--- config.mk ---
export PLATFORM = sky130hd
export DESIGN_NAME = dpsrc_top
export DESIGN_NICKNAME = d
export VERILOG_FILES = /design/src/hdl/dpsrc_pkg.sv /design/src/hdl/dpsrc_top.sv
export SDC_FILE = /design/constraint.sdc
export NUM_CORES = 2
export LEC_CHECK = 0
export BUFFER_PORTS_ARGS = -buffer_cell sky130_fd_sc_hd__buf_2
export CAP_MARGIN = 25
export CORE_AREA = 3 3 370 372
export DETAILED_ROUTE_END_ITERATION = 8
export DIE_AREA = 0 0 373 375
export PLACE_DENSITY_LB_ADDON = 0.05
export SYNTH_ARGS = -nofsm -noshare
export SYNTH_HDL_FRONTEND = slang
export SYNTH_SLANG_ARGS = --single-unit
--- constraint.sdc ---
create_clock -name ref_clk -period 6.5 [get_ports ref_clk]
set_clock_uncertainty 0.15 [all_clocks]
set_input_delay 0.65 -clock ref_clk [delete_from_list [all_inputs] [get_ports ref_clk]]
set_output_delay 0.65 -clock ref_clk [all_outputs]
set_load 0.02 [all_outputs]
--- src/hdl/dpsrc_pkg.sv ---
/*
 * Package for the drive parameter store and run control block: register
 * indices, reset values, field layouts, timing constants, states and carriers.
 * Assumes a single 125 MHz system clock and a plain one-cycle register port.
 */
`default_nettype none
package dpsrc_pkg;
	localparam int NW = 16;
	typedef logic [15:0]          dpsrc_word_t;
	typedef logic [NW-1:0][15:0]  dpsrc_mem_t;

	// Register indices
	localparam logic [7:0] REG_CTRL        = 8'h00;
	localparam logic [7:0] REG_LOAD_DEF    = 8'h01;
	localparam logic [7:0] REG_LOAD_STORED = 8'h02;
	localparam logic [7:0] REG_SAVE        = 8'h03;
	localparam logic [7:0] REG_BANK        = 8'h04;
	localparam logic [7:0] REG_KEY         = 8'h05;
	localparam logic [7:0] REG_ALM_MASK    = 8'h06;
	localparam logic [7:0] REG_DISP_TIME   = 8'h07;
	localparam logic [7:0] REG_STATUS      = 8'h08;
	localparam logic [7:0] REG_PADDR       = 8'h09;
	localparam logic [7:0] REG_PDATA       = 8'h0A;
	localparam logic [7:0] REG_FACT_REV    = 8'h0B;
	localparam logic [7:0] REG_FACT_CAPT   = 8'h0C;
	localparam logic [7:0] REG_ALARMS      = 8'h0D;

	// Control field positions
	localparam int CTRL_SW_EN  = 0;
	localparam int CTRL_RUN_EN = 1;
	localparam int CTRL_AL_RST = 2;

	// Reset values and selector codes
	localparam logic        SW_EN_RST     = 1'b1;
	localparam logic        RUN_EN_RST    = 1'b1;
	localparam dpsrc_word_t ALM_MASK_RST  = 16'hFFFF;
	localparam dpsrc_word_t KEY_VALUE     = 16'h0000;
	localparam logic [1:0]  LS_NV         = 2'h1;
	localparam logic [1:0]  LS_FACTORY    = 2'h2;
	localparam dpsrc_word_t CORE_MASK     = 16'h00FF;
	localparam dpsrc_word_t PROTECT_MASK  = 16'h0031;
	localparam dpsrc_word_t RESERVED_MASK = 16'h00F0;
	localparam dpsrc_word_t DEFAULT_BASE  = 16'h1000;
	// Firmware revision of this build, arbitrary value
	localparam dpsrc_word_t FW_REV        = 16'h0101;

	// Alarm vector bits
	localparam int AL_VERIFY  = 0;
	localparam int AL_FACTORY = 1;

	// Timing
	localparam int          CLK_PERIOD_NS   = 8;
	localparam int          SECOND_NS       = 1_000_000_000;
	localparam int          CYCLES_PER_SEC  = SECOND_NS / CLK_PERIOD_NS;
	localparam logic [4:0]  DISP_MIN_S      = 5'd3;
	localparam logic [4:0]  DISP_MAX_S      = 5'd20;
	localparam logic [4:0]  DISP_DEF_S      = 5'd10;

	typedef enum logic [1:0] {ST_IDLE, ST_COPY, ST_VERIFY} dpsrc_state_t;
	typedef enum logic [2:0] {OP_BOOT, OP_LOAD_NV, OP_LOAD_DEF, OP_SAVE, OP_FACT, OP_CAPT} dpsrc_op_t;

	typedef struct packed {
		logic [7:0]  addr;
		dpsrc_word_t wdata;
		logic        wr;
		logic        rd;
	} dpsrc_bus_t;

	typedef struct packed {
		logic        ext_enable;
		logic        run_cmd;
		logic        alarm_reset;
		logic        bank_switch_input;
		logic [13:0] alarm_cause;
	} dpsrc_pins_t;

	function automatic dpsrc_word_t default_word(input logic [3:0] i);
		default_word = DEFAULT_BASE | {12'h000, i};
	endfunction : default_word
endpackage : dpsrc_pkg
`default_nettype wire

--- src/hdl/dpsrc_top.sv ---
/*
 * Parameter memory handling, drive-ready and online control for a motor drive.
 * Assumes pins are asynchronous to ref_clk and the register master follows the
 * one-cycle strobe protocol; resetn is the power-on reset.
 */
// Local design decisions: the register addresses and the plain strobed port.
`default_nettype none
// Functional notes
// After reset, working memory is loaded from the active permanent bank.
// Save command value 1 copies working memory into the active bank.
// Load-stored value 1 overwrites working memory from the active bank.
// Load-defaults value 1 overwrites working memory with default values.
// Save always allowed; loads need drive stopped; all loads but the factory restore also need reserved key open.
// Every save is read back and compared; mismatch raises verify alarm.
// Two permanent banks; active bank setting 0 or 1 selects which.
// Bank input change updates bank setting, then reloads from that bank.
// Bank switching from the bank input only happens while the drive is off and not running.
// Load-stored value 2 starts a restore from the factory image.
// Matching firmware revision: core words restored from factory image, ignoring key.
// Differing revision: core words default except protected ones keep factory values.
// Every factory restore returns application words to defaults.
// Invalid factory image raises factory alarm and loads all defaults.
// Ready high only with no alarm, software enable 1, external enable high.
// Ready held low after alarm until causes gone and alarm reset applied.
// Alarm reset acts only on the rising edge of the reset function.
// Online only when ready, run input high and software run enable 1.
// Alarm enable mask is sixteen bits, all ones after reset.
// Display goes idle after 3 to 20 seconds inactivity, default 10.
// Reserved words writable only while the access key matches the stored key.
// Memory commands clear to 0 once done or alarmed.
module dpsrc_top #(
	parameter int CYCLES_PER_SEC_P = dpsrc_pkg::CYCLES_PER_SEC
) (
	input  wire logic               ref_clk,
	input  wire logic               resetn,
	input  wire dpsrc_pkg::dpsrc_bus_t  bus,
	input  wire dpsrc_pkg::dpsrc_pins_t pins,
	output logic [15:0]             rdata,
	output logic                    ready,
	output logic                    online,
	output logic                    busy,
	output logic                    display_idle
);
	import dpsrc_pkg::*;

	typedef struct packed {
		dpsrc_state_t      state;
		dpsrc_op_t         op;
		logic [3:0]        idx;
		logic              verr;
		dpsrc_mem_t        work;
		logic [1:0][NW-1:0][15:0] bank;
		dpsrc_mem_t        fact;
		logic              fact_valid;
		dpsrc_word_t       fact_rev;
		logic              bank_sel;
		logic              load_def;
		logic [1:0]        load_stored;
		logic              save;
		logic              capt;
		logic              sw_en;
		logic              run_en;
		logic              rst_cmd;
		dpsrc_word_t       key;
		dpsrc_word_t       mask;
		logic [4:0]        disp_time;
		logic [3:0]        paddr;
		logic              refused;
		logic              alm_verify;
		logic              alm_factory;
		logic              block;
		logic              rst_q;
		dpsrc_pins_t       s1;
		dpsrc_pins_t       s2;
		logic              bk_prev;
		logic              bk_pend;
		logic [26:0]       tick;
		logic [4:0]        secs;
		logic              idle;
		logic              ready;
		logic              online;
		logic              busy;
		dpsrc_word_t       rdata;
	} dpsrc_st_t;

	dpsrc_st_t st;
	dpsrc_st_t next_st;
	logic      rst_fn;
	logic      rst_edge;
	logic      causes;
	logic      alarm_act;
	logic      key_open;
	logic      stopped;
	dpsrc_word_t alarm_vec;

	assign rst_fn    = st.s2.alarm_reset | st.rst_cmd;
	assign rst_edge  = rst_fn & ~st.rst_q;
	assign causes    = |({st.s2.alarm_cause, 2'b00} & st.mask);
	assign alarm_vec = {st.s2.alarm_cause, st.alm_factory, st.alm_verify};
	assign alarm_act = |(alarm_vec & st.mask);
	assign key_open  = (st.key == KEY_VALUE);
	assign stopped   = ~st.online;

	function automatic dpsrc_word_t fact_word(input dpsrc_st_t s, input logic [3:0] i);
		if (!s.fact_valid)
			fact_word = default_word(i);
		else if (!CORE_MASK[i])
			fact_word = default_word(i);
		else if (s.fact_rev == FW_REV || PROTECT_MASK[i])
			fact_word = s.fact[i];
		else
			fact_word = default_word(i);
	endfunction : fact_word

	always_comb begin
		next_st = st;
		next_st.s1 = pins;
		next_st.s2 = st.s1;
		next_st.rst_q = rst_fn;
		next_st.bk_prev = st.s2.bank_switch_input;
		if (st.s2.bank_switch_input != st.bk_prev)
			next_st.bk_pend = 1'b1;
		if (rst_edge)
			next_st.rst_cmd = 1'b0;

		// Memory sequencer
		unique case (st.state)
			ST_IDLE: begin
				next_st.idx = 4'h0;
				next_st.verr = 1'b0;
				if (st.save) begin
					next_st.op = OP_SAVE;
					next_st.state = ST_COPY;
					next_st.refused = 1'b0;
				end else if (st.load_stored == LS_FACTORY) begin
					if (stopped) begin
						next_st.op = OP_FACT;
						next_st.state = ST_COPY;
						next_st.refused = 1'b0;
						if (!st.fact_valid)
							next_st.alm_factory = 1'b1;
					end else begin
						next_st.load_stored = 2'h0;
						next_st.refused = 1'b1;
					end
				end else if (st.load_stored != 2'h0 || st.load_def) begin
					if (stopped && key_open && st.load_stored != 2'h3) begin
						next_st.op = (st.load_stored == LS_NV) ? OP_LOAD_NV : OP_LOAD_DEF;
						next_st.state = ST_COPY;
						next_st.refused = 1'b0;
					end else begin
						next_st.load_stored = 2'h0;
						next_st.load_def = 1'b0;
						next_st.refused = 1'b1;
					end
				end else if (st.capt) begin
					next_st.op = OP_CAPT;
					next_st.state = ST_COPY;
				end else if (st.bk_pend && stopped && !st.ready) begin
					next_st.bk_pend = 1'b0;
					next_st.bank_sel = st.s2.bank_switch_input;
					next_st.op = OP_LOAD_NV;
					next_st.state = ST_COPY;
				end
			end
			ST_COPY: begin
				unique case (st.op)
					OP_BOOT, OP_LOAD_NV: next_st.work[st.idx] = st.bank[st.bank_sel][st.idx];
					OP_LOAD_DEF:         next_st.work[st.idx] = default_word(st.idx);
					OP_SAVE:             next_st.bank[st.bank_sel][st.idx] = st.work[st.idx];
					OP_FACT:             next_st.work[st.idx] = fact_word(st, st.idx);
					OP_CAPT:             next_st.fact[st.idx] = st.work[st.idx];
				endcase
				next_st.idx = st.idx + 4'h1;
				if (st.idx == 4'hF) begin
					next_st.state = (st.op == OP_SAVE) ? ST_VERIFY : ST_IDLE;
					if (st.op == OP_CAPT) begin
						next_st.fact_valid = 1'b1;
						next_st.capt = 1'b0;
					end
					if (st.op == OP_LOAD_NV || st.op == OP_FACT)
						next_st.load_stored = 2'h0;
					if (st.op == OP_LOAD_DEF)
						next_st.load_def = 1'b0;
				end
			end
			ST_VERIFY: begin
				if (st.bank[st.bank_sel][st.idx] != st.work[st.idx])
					next_st.verr = 1'b1;
				next_st.idx = st.idx + 4'h1;
				if (st.idx == 4'hF) begin
					next_st.state = ST_IDLE;
					next_st.save = 1'b0;
					if (next_st.verr)
						next_st.alm_verify = 1'b1;
				end
			end
		endcase

		// Alarm reset and ready latch
		if (rst_edge) begin
			next_st.alm_verify = next_st.alm_verify & (st.state == ST_VERIFY && next_st.state == ST_IDLE);
			next_st.alm_factory = next_st.alm_factory & (st.state == ST_IDLE && next_st.state == ST_COPY);
			if (!causes)
				next_st.block = 1'b0;
		end
		if (|({st.s2.alarm_cause, next_st.alm_factory, next_st.alm_verify} & st.mask))
			next_st.block = 1'b1;
		next_st.ready = ~alarm_act & ~st.block & st.sw_en & st.s2.ext_enable;
		next_st.online = next_st.ready & st.s2.run_cmd & st.run_en;
		next_st.busy = (next_st.state != ST_IDLE);

		// Display inactivity timer
		if (bus.wr || bus.rd) begin
			next_st.tick = 27'h0;
			next_st.secs = 5'h0;
			next_st.idle = 1'b0;
		end else if (st.tick == 27'(CYCLES_PER_SEC_P - 1)) begin
			next_st.tick = 27'h0;
			if (st.secs < DISP_MAX_S)
				next_st.secs = st.secs + 5'h1;
		end else begin
			next_st.tick = st.tick + 27'h1;
		end
		if (!(bus.wr || bus.rd) && st.secs >= st.disp_time)
			next_st.idle = 1'b1;

		// Register writes; a write landing with a sequencer clear wins
		if (bus.wr) begin
			unique case (bus.addr)
				REG_CTRL: begin
					next_st.sw_en = bus.wdata[CTRL_SW_EN];
					next_st.run_en = bus.wdata[CTRL_RUN_EN];
					next_st.rst_cmd = bus.wdata[CTRL_AL_RST];
				end
				REG_LOAD_DEF:    next_st.load_def = bus.wdata[0];
				REG_LOAD_STORED: next_st.load_stored = bus.wdata[1:0];
				REG_SAVE:        next_st.save = bus.wdata[0];
				REG_BANK:        if (st.state == ST_IDLE) next_st.bank_sel = bus.wdata[0];
				REG_KEY:         next_st.key = bus.wdata;
				REG_ALM_MASK:    next_st.mask = bus.wdata;
				REG_DISP_TIME: begin
					if (bus.wdata < 16'(DISP_MIN_S))
						next_st.disp_time = DISP_MIN_S;
					else if (bus.wdata > 16'(DISP_MAX_S))
						next_st.disp_time = DISP_MAX_S;
					else
						next_st.disp_time = bus.wdata[4:0];
				end
				REG_PADDR:       next_st.paddr = bus.wdata[3:0];
				REG_PDATA: begin
					if (st.state == ST_IDLE && (!RESERVED_MASK[st.paddr] || key_open))
						next_st.work[st.paddr] = bus.wdata;
				end
				REG_FACT_REV:    next_st.fact_rev = bus.wdata;
				REG_FACT_CAPT:   next_st.capt = bus.wdata[0];
				default: ;
			endcase
		end

		next_st.rdata = 16'h0000;
		if (bus.rd) begin
			unique case (bus.addr)
				REG_CTRL:        next_st.rdata = {13'h0000, st.rst_cmd, st.run_en, st.sw_en};
				REG_LOAD_DEF:    next_st.rdata = {15'h0000, st.load_def};
				REG_LOAD_STORED: next_st.rdata = {14'h0000, st.load_stored};
				REG_SAVE:        next_st.rdata = {15'h0000, st.save};
				REG_BANK:        next_st.rdata = {15'h0000, st.bank_sel};
				REG_KEY:         next_st.rdata = st.key;
				REG_ALM_MASK:    next_st.rdata = st.mask;
				REG_DISP_TIME:   next_st.rdata = {11'h000, st.disp_time};
				REG_STATUS:      next_st.rdata = {8'h00, st.bk_pend, st.idle, st.alm_factory, st.alm_verify,
				                                  st.refused, st.busy, st.online, st.ready};
				REG_PADDR:       next_st.rdata = {12'h000, st.paddr};
				REG_PDATA:       next_st.rdata = st.work[st.paddr];
				REG_FACT_REV:    next_st.rdata = st.fact_rev;
				REG_FACT_CAPT:   next_st.rdata = {14'h0000, st.fact_valid, st.capt};
				REG_ALARMS:      next_st.rdata = alarm_vec;
				default:         next_st.rdata = 16'h0000;
			endcase
		end
	end

	always_ff @(posedge ref_clk or negedge resetn) begin
		if (!resetn) begin
			st             <= '0;
			st.state       <= ST_COPY;
			st.op          <= OP_BOOT;
			st.busy        <= 1'b1;
			st.sw_en       <= SW_EN_RST;
			st.run_en      <= RUN_EN_RST;
			st.mask        <= ALM_MASK_RST;
			st.disp_time   <= DISP_DEF_S;
			for (int b = 0; b < 2; b++)
				for (int i = 0; i < NW; i++)
					st.bank[b][i] <= DEFAULT_BASE | 16'(i);
		end else begin
			st <= next_st;
		end
	end

	assign rdata        = st.rdata;
	assign ready        = st.ready;
	assign online       = st.online;
	assign busy         = st.busy;
	assign display_idle = st.idle;

	chk_online_gate: assert property (@(posedge ref_clk) disable iff (!resetn)
		st.online |-> st.ready && $past(st.s2.run_cmd) && $past(st.run_en))
		else $error("online without ready, run input and run enable");
	chk_ready_enables: assert property (@(posedge ref_clk) disable iff (!resetn)
		st.ready |-> $past(st.sw_en && st.s2.ext_enable && !alarm_act))
		else $error("ready without enables or with alarm");
	chk_block_hold: assert property (@(posedge ref_clk) disable iff (!resetn)
		st.block && !rst_edge |=> st.block && !st.ready)
		else $error("ready latch released without alarm reset edge");
	chk_reset_level: assert property (@(posedge ref_clk) disable iff (!resetn)
		rst_fn && $past(rst_fn) |-> !rst_edge)
		else $error("alarm reset acted on a held level");
	chk_load_stopped: assert property (@(posedge ref_clk) disable iff (!resetn)
		st.state == ST_IDLE ##1 st.state == ST_COPY && st.op inside {OP_LOAD_NV, OP_LOAD_DEF, OP_FACT}
		|-> $past(!st.online))
		else $error("load started while running");
	chk_save_copy: assert property (@(posedge ref_clk) disable iff (!resetn)
		st.state == ST_COPY && st.op == OP_SAVE
		|=> st.bank[$past(st.bank_sel)][$past(st.idx)] == $past(st.work[st.idx]))
		else $error("save did not copy working word");
	chk_save_clear: assert property (@(posedge ref_clk) disable iff (!resetn)
		st.state == ST_VERIFY && st.idx == 4'hF && !(bus.wr && bus.addr == REG_SAVE) |=> !st.save && !st.busy)
		else $error("save command not cleared after verify");
	chk_factory_alarm: assert property (@(posedge ref_clk) disable iff (!resetn)
		st.state == ST_IDLE && !st.save && st.load_stored == LS_FACTORY && stopped && !st.fact_valid
		|=> st.alm_factory ##16 st.work[0] == DEFAULT_BASE)
		else $error("invalid factory image not flagged or defaults not loaded");
	chk_display_idle: assert property (@(posedge ref_clk) disable iff (!resetn)
		$rose(st.idle) |-> $past(st.secs >= st.disp_time) && st.disp_time >= DISP_MIN_S)
		else $error("display went idle early");
	chk_disp_range: assert property (@(posedge ref_clk) disable iff (!resetn)
		st.disp_time >= DISP_MIN_S && st.disp_time <= DISP_MAX_S)
		else $error("display time outside its range");
	chk_online_ready: assert property (@(posedge ref_clk) disable iff (!resetn)
		st.online |-> st.ready)
		else $error("online while not ready");
	chk_alarm_drops: assert property (@(posedge ref_clk) disable iff (!resetn)
		alarm_act |=> !st.ready)
		else $error("ready stayed high with an active alarm");
	chk_key_refuse: assert property (@(posedge ref_clk) disable iff (!resetn)
		st.state == ST_IDLE && !st.save && st.load_def && st.load_stored == 2'h0 && !key_open && !bus.wr
		|=> !st.load_def && st.refused && st.state == ST_IDLE)
		else $error("load accepted with the key shut");
	chk_reserved_lock: assert property (@(posedge ref_clk) disable iff (!resetn)
		st.state == ST_IDLE && bus.wr && bus.addr == REG_PDATA && RESERVED_MASK[st.paddr] && !key_open
		|=> st.work[$past(st.paddr)] == $past(st.work[st.paddr]))
		else $error("reserved word written with the key shut");
	chk_bank_off: assert property (@(posedge ref_clk) disable iff (!resetn)
		$changed(st.bank_sel) && !$past(bus.wr && bus.addr == REG_BANK) |-> $past(!st.ready && !st.online))
		else $error("bank switched while drive on");
	chk_bank_follow: assert property (@(posedge ref_clk) disable iff (!resetn)
		$fell(st.bk_pend) && !$past(bus.wr && bus.addr == REG_BANK)
		|-> st.bank_sel == $past(st.s2.bank_switch_input) && st.state == ST_COPY && st.op == OP_LOAD_NV)
		else $error("bank switch did not follow input or reload");
	chk_def_word: assert property (@(posedge ref_clk) disable iff (!resetn)
		st.state == ST_COPY && st.op == OP_LOAD_DEF
		|=> st.work[$past(st.idx)] == (DEFAULT_BASE | {12'h000, $past(st.idx)}))
		else $error("default load wrote a wrong word");
	chk_def_clear: assert property (@(posedge ref_clk) disable iff (!resetn)
		st.state == ST_COPY && st.op == OP_LOAD_DEF && st.idx == 4'hF && !(bus.wr && bus.addr == REG_LOAD_DEF)
		|=> !st.load_def && !st.busy)
		else $error("default load command not cleared");
	chk_fact_match: assert property (@(posedge ref_clk) disable iff (!resetn)
		st.state == ST_COPY && st.op == OP_FACT && st.fact_valid
		&& st.fact_rev == FW_REV && CORE_MASK[st.idx]
		|=> st.work[$past(st.idx)] == $past(st.fact[st.idx]))
		else $error("matching revision did not restore factory word");
	chk_fact_app: assert property (@(posedge ref_clk) disable iff (!resetn)
		st.state == ST_COPY && st.op == OP_FACT && !CORE_MASK[st.idx]
		|=> st.work[$past(st.idx)] == (DEFAULT_BASE | {12'h000, $past(st.idx)}))
		else $error("factory restore left an application word off default");
endmodule : dpsrc_top
`default_nettype wire

* Yosys cells after proc, flatten, opt, wreduce, memory -nomap -nowiden
Memory sizes are Yosys's and may differ from the RTL's.
Cells that the tools add are included.
** Storage, ports and cells
- Memories kept :: 3
- ROM bits :: 48
- Register bits :: 1196
- Bits of input ports :: 46
- Output and inout port bits :: 20
- Word-level logic and storage cells :: 341
** Operators by class
- Bitwise logic cells :: 16
- Eq/ne operators :: 32
- Magnitude comparators :: 10
- Multiplexer cells :: 120
- Reductions and logical operators :: 51
- Add/subtract/negate cells :: 3
** Memories
- (no name shown) :: depth 16, bits a word 1, rd ports 1, clocked after Yosys merged registers in 0, wr ports 0, RTL line dpsrc_top.sv:252 : if (st.state == ST_IDLE && (!RESERVED_MASK[st.paddr] || key_open))
- (no name shown) :: depth 16, bits a word 1, rd ports 1, clocked after Yosys merged registers in 0, wr ports 0, RTL line dpsrc_top.sv:109 : else if (s.fact_rev == FW_REV || PROTECT_MASK[i])
- (no name shown) :: depth 16, bits a word 1, rd ports 1, clocked after Yosys merged registers in 0, wr ports 0, RTL line dpsrc_top.sv:107 : else if (!CORE_MASK[i])
** Operators by type and width (number)
- $mux W256 :: 7
- $bwmux W256 :: 5
- $mux W1025 :: 1
- $pmux W256 S3 :: 1
- $bwmux W512 :: 1
- $mux W512 :: 1
- $bmux W16 S4 :: 4
- $demux W256 S1 :: 1
- $mux W16 :: 14
- $pmux W16 S14 :: 1
- $demux W16 S4 :: 2
- $mux W5 :: 12
- $mux W50 :: 1
- $and A16 B16 Y16 :: 3
- $eq A8 B4 Y1 const B :: 6
- $reduce_or A16 Y1 :: 3
- $mux W1 :: 47
- $eq A8 B3 Y1 const B :: 4
- $mux W32 :: 1
- $add A27 B1 Y27 const B :: 1
- $eq A27 B27 Y1 const B :: 1
- $mux W27 :: 1
- $reduce_and A2 Y1 :: 11
- $mux W2 :: 9
- other kinds (47) :: 94

* Logic depth before layout (Yosys ltp)
- Depth in word-level cells :: 17
- Depth in mapped cells :: 19
- Mapped depth without buffers :: 10

* Least setup slack after synthesis
OpenSTA, ideal clock, no wires.
- Path type :: register -> register
- Start point :: reg st[1187] in the netlist's numbering
- End point :: reg st[1070] in the netlist's numbering
- Path buffers :: 9
- Clock period less this slack :: 3.843 ns
- Slack :: 2.657 ns
- Stages on the path, launching flop included :: 20
- Setup time :: 0.137 ns
- Arrival time :: 3.556 ns
- Required time :: 6.213 ns
- Path through :: dfrtp_1 buf_6 buf_6 buf_6 buf_8 buf_6 buf_6 buf_2 inv_1 ha_1 clkbuf_1 a21oi_1 a211oi_1 nand3_1 a211o_1 a21oi_2 buf_2 o21ai_0 a21oi_1 a21oi_1
** RTL lines
- start: declaration :: RTL line dpsrc_top.sv:86 : dpsrc_st_t st;
- start signal: assignment :: RTL line dpsrc_top.sv:298 : st <= next_st;

==> out/metrics.cfg <==
[global_route]
grt_max_degree = 156
grt-ovfl-total = 0
gr-usage-all-layers_pct = 27.98
grt_pass1_wl_mm = 288.5
antenna_found_initial = 1
grt_pass1_vias = 39020

[clock_network]
post_cts.repair.setup_buffers = 0
clk_latency_ps = 760
htreeDepth = 3
post_cts_resized = 0
cts_made_buffers = 121
cts_hold_buffers = 19
cts_num_sinks = 1068
clk_pin_slew_ps = 60
cts_tree = done
cts_buffer_depth = 3
clockRootBuffer = clkbuf_16

[synthesis]
synth_mux_area_share_pct = 20.56
synthAdderAreaFrac_pct = 0.3277
syn_avg_cell_area_um2 = 10.74
yosys_warnings = 0
ys_async_sr_fraction_pct = 100.0
synth-xor-area-share_pct = 0.6555
yosys.area.top_type_share_pct = 44.48
synth_top_family_by_area = multiplexers
synth_compound_area_share_pct = 13.10
synthTopCellsByArea = dfrtp_1 44%, mux4_2 11%, o21ai_0 7.0%
synthesis.area_um2 = 53450
yosysUniqueCellTypes = 83
ys_seq_elements = 1068
synthCells = 4977
synth_enable_flop_cells = 0
synth_area_leader_cell = dfrtp_1
synthSimpleGateAreaFrac_pct = 10.81
synth_ff_type = dfrtp_1
synth_nets = 5037
yosysSeqAreaShare_pct = 50.28

[floorplan]
core_area_um2 = 133600
start_util_pct = 40.00
die_width_um = 373
core.rowCount = 134
die_area_um2 = 139900
io_pins = 66
die_y_um = 375

[cells_and_area]
regArea_um2 = 26900
fillerInstances = 12540
area_growth_syn_to_layout_pct = 11.87
finalNonFillerCells = 6717
drive_above_1_share_pct = 23.17
multi_input_area_um2 = 24510
final_util_pct = 44.75
nets = 4905

[placement]
portBuffers = 65
dpl.hpwl_mm = 126.9
gp_congestion = 0.8998
dpl.cell_count = 6468

[setup_path]
cp.required_ps = 6940
r2r_end = st[934]
r2r_cells = 10
arrival_ps = 5160
cp-start-kind = flip-flop
crit_fanout = 33
r2r_start = st[144]
cp-end-kind = flip-flop
r2r_slack_ps = 1780
critical_path_class = flip-flop to flip-flop

[timing]
setup_tns_ps = 0
max_clock_freq_mhz = 211.8
min_period_ps = 4720
worst_slew_pin_slew_ps = 1061
hold_violations = 0
setup_violations = 0
whs_ps = 120.6
post-route-period-util_pct = 72.62
drv_slew = 0
rsz0062_at_grt = no
maxSlewHeadroom_pct = 29.03

[outcome]
status = finished, final reports clean

[worst_hold_path]
hold_path_class = primary input to flip-flop
min_to = st[1000]
worstHoldStart = bus[8]
whs_path_depth = 3

[routing]
drtPass1Iterations = 6
initialDrtViolationCount = 3692
via_count = 39120
vias_per_cell = 5.823
routed_wl_mm = 195.7
ant_nets = 0
routedWlPerCell_um = 29.13
drc = 0

[power_and_ir_drop]
peakVddDrop_mv = 0.3093
p_per_area_nw_per_um2 = 407.6
cellLeakagePower_nw = 24.09
power_mw = 24.37

[job]
maxCapViolations = 0

worst max-delay path by stage:
stage                     endpoint  depth (start not counted)  slack (ps)  startpoint
after floorplan           st[1070]                         19        2660    st[1187]
after global placement    st[1186]                         10        1910    st[1187]
after detailed placement  st[1030]                         10        1860     st[144]
after CTS                 st[1030]                         10        1820     st[144]
after global routing      st[1046]                         10        1520     st[144]
final                      st[934]                         10        1780     st[144]
kinds of logic (layout without fill, tap and decap cells):
group / Yosys count / count (layout)
compound gates: 1243 / 1243
xor+xnor: 40 / 40
fa+ha+maj: 14 / 14
buf+inv: 500 / 469
flops: 1068 / 1068
mux: 737 / 737
other cells: 0 / 3
simple gates: 1375 / 1375
critical path, cell delays in order, from the launching register on:
cell and delay, ps:
dfrtp_4 920, buf_12 350, mux4_2 540, mux2i_1 280
o22ai_1 160, nand3b_1 520, and2_1 430, a21oi_1 780
nand2_1 80, o21ai_0 110, o21ai_0 110
Yosys cell counts, types with 12 or more instances:
master / instances
clkbuf_1: 328
and3_1: 14
xnor2_1: 23
buf_4: 23
buf_2: 78
o21a_1: 18
buf_1: 14
nor2_1: 249
o22ai_1: 38
a22oi_1: 51
inv_1: 26
dfrtp_1: 950
nand2_1: 883
and2_1: 24
nand4_1: 17
nor3_1: 30
a31oi_1: 22
ha_1: 14
xor2_1: 17
nor4_1: 12
a221oi_1: 49
a222oi_1: 12
dfstp_2: 118
nand2b_1: 15
a21oi_1: 185
o21ai_0: 749
mux2_2: 275
mux2i_1: 201
nor2b_1: 17
a211oi_1: 15
mux4_2: 259
o21ai_1: 36
nand3_1: 58
buf_6: 22
layout make-up:
cell class / count / share of cell area [%]
well taps: 1768 / 3.700
diodes: 3 / 0.01256
inverters: 28 / 0.1758
multi-input cells: 3409 / 41.00
repair buffers: 217 / 3.036
flip-flops and latches: 1068 / 44.99
clock inverters: 53 / 1.210
clock buffers: 171 / 5.880
placed cells by master, fill, tap and decap left out, types with 49 or more instances in the layout:
master	instances
nand3_1	58
a221oi_1	49
mux2_2	275
a22oi_1	51
buf_4	111
buf_2	64
mux2i_1	201
nor2_1	225
o21ai_0	738
dfstp_2	118
dfrtp_1	942
mux4_2	259
nand2_1	876
clkbuf_16	121
a21oi_1	185
per-stage QoR:
stage                     instance area [µm²]  worst slack, ps
after floorplan                         53450             2657
after global placement                  55200             1911
after detailed placement                55290             1855
after CTS                               59720             1818
after global routing                    59780             1524
final                                   59790             1780
per-layer routing:
metal	GRT usage, %	share of wire (%)
met4	10.68	4.3
met2	44.31	46
met5	0	0
met3	4.148	5.2
met1	38.97	44
power breakdown:
group | internal [mW] | switching [mW] | total [mW] | leakage (nW)
Sequential | 7.56 | 0.851 | 8.42 | 13.6
Clock | 4.32 | 3.01 | 7.33 | 2.08
Combinational | 2.71 | 5.91 | 8.62 | 8.41
Total | 14.6 | 9.77 | 24.4 | 24.1
No activity file was read; power rests on OpenSTA's default activity.
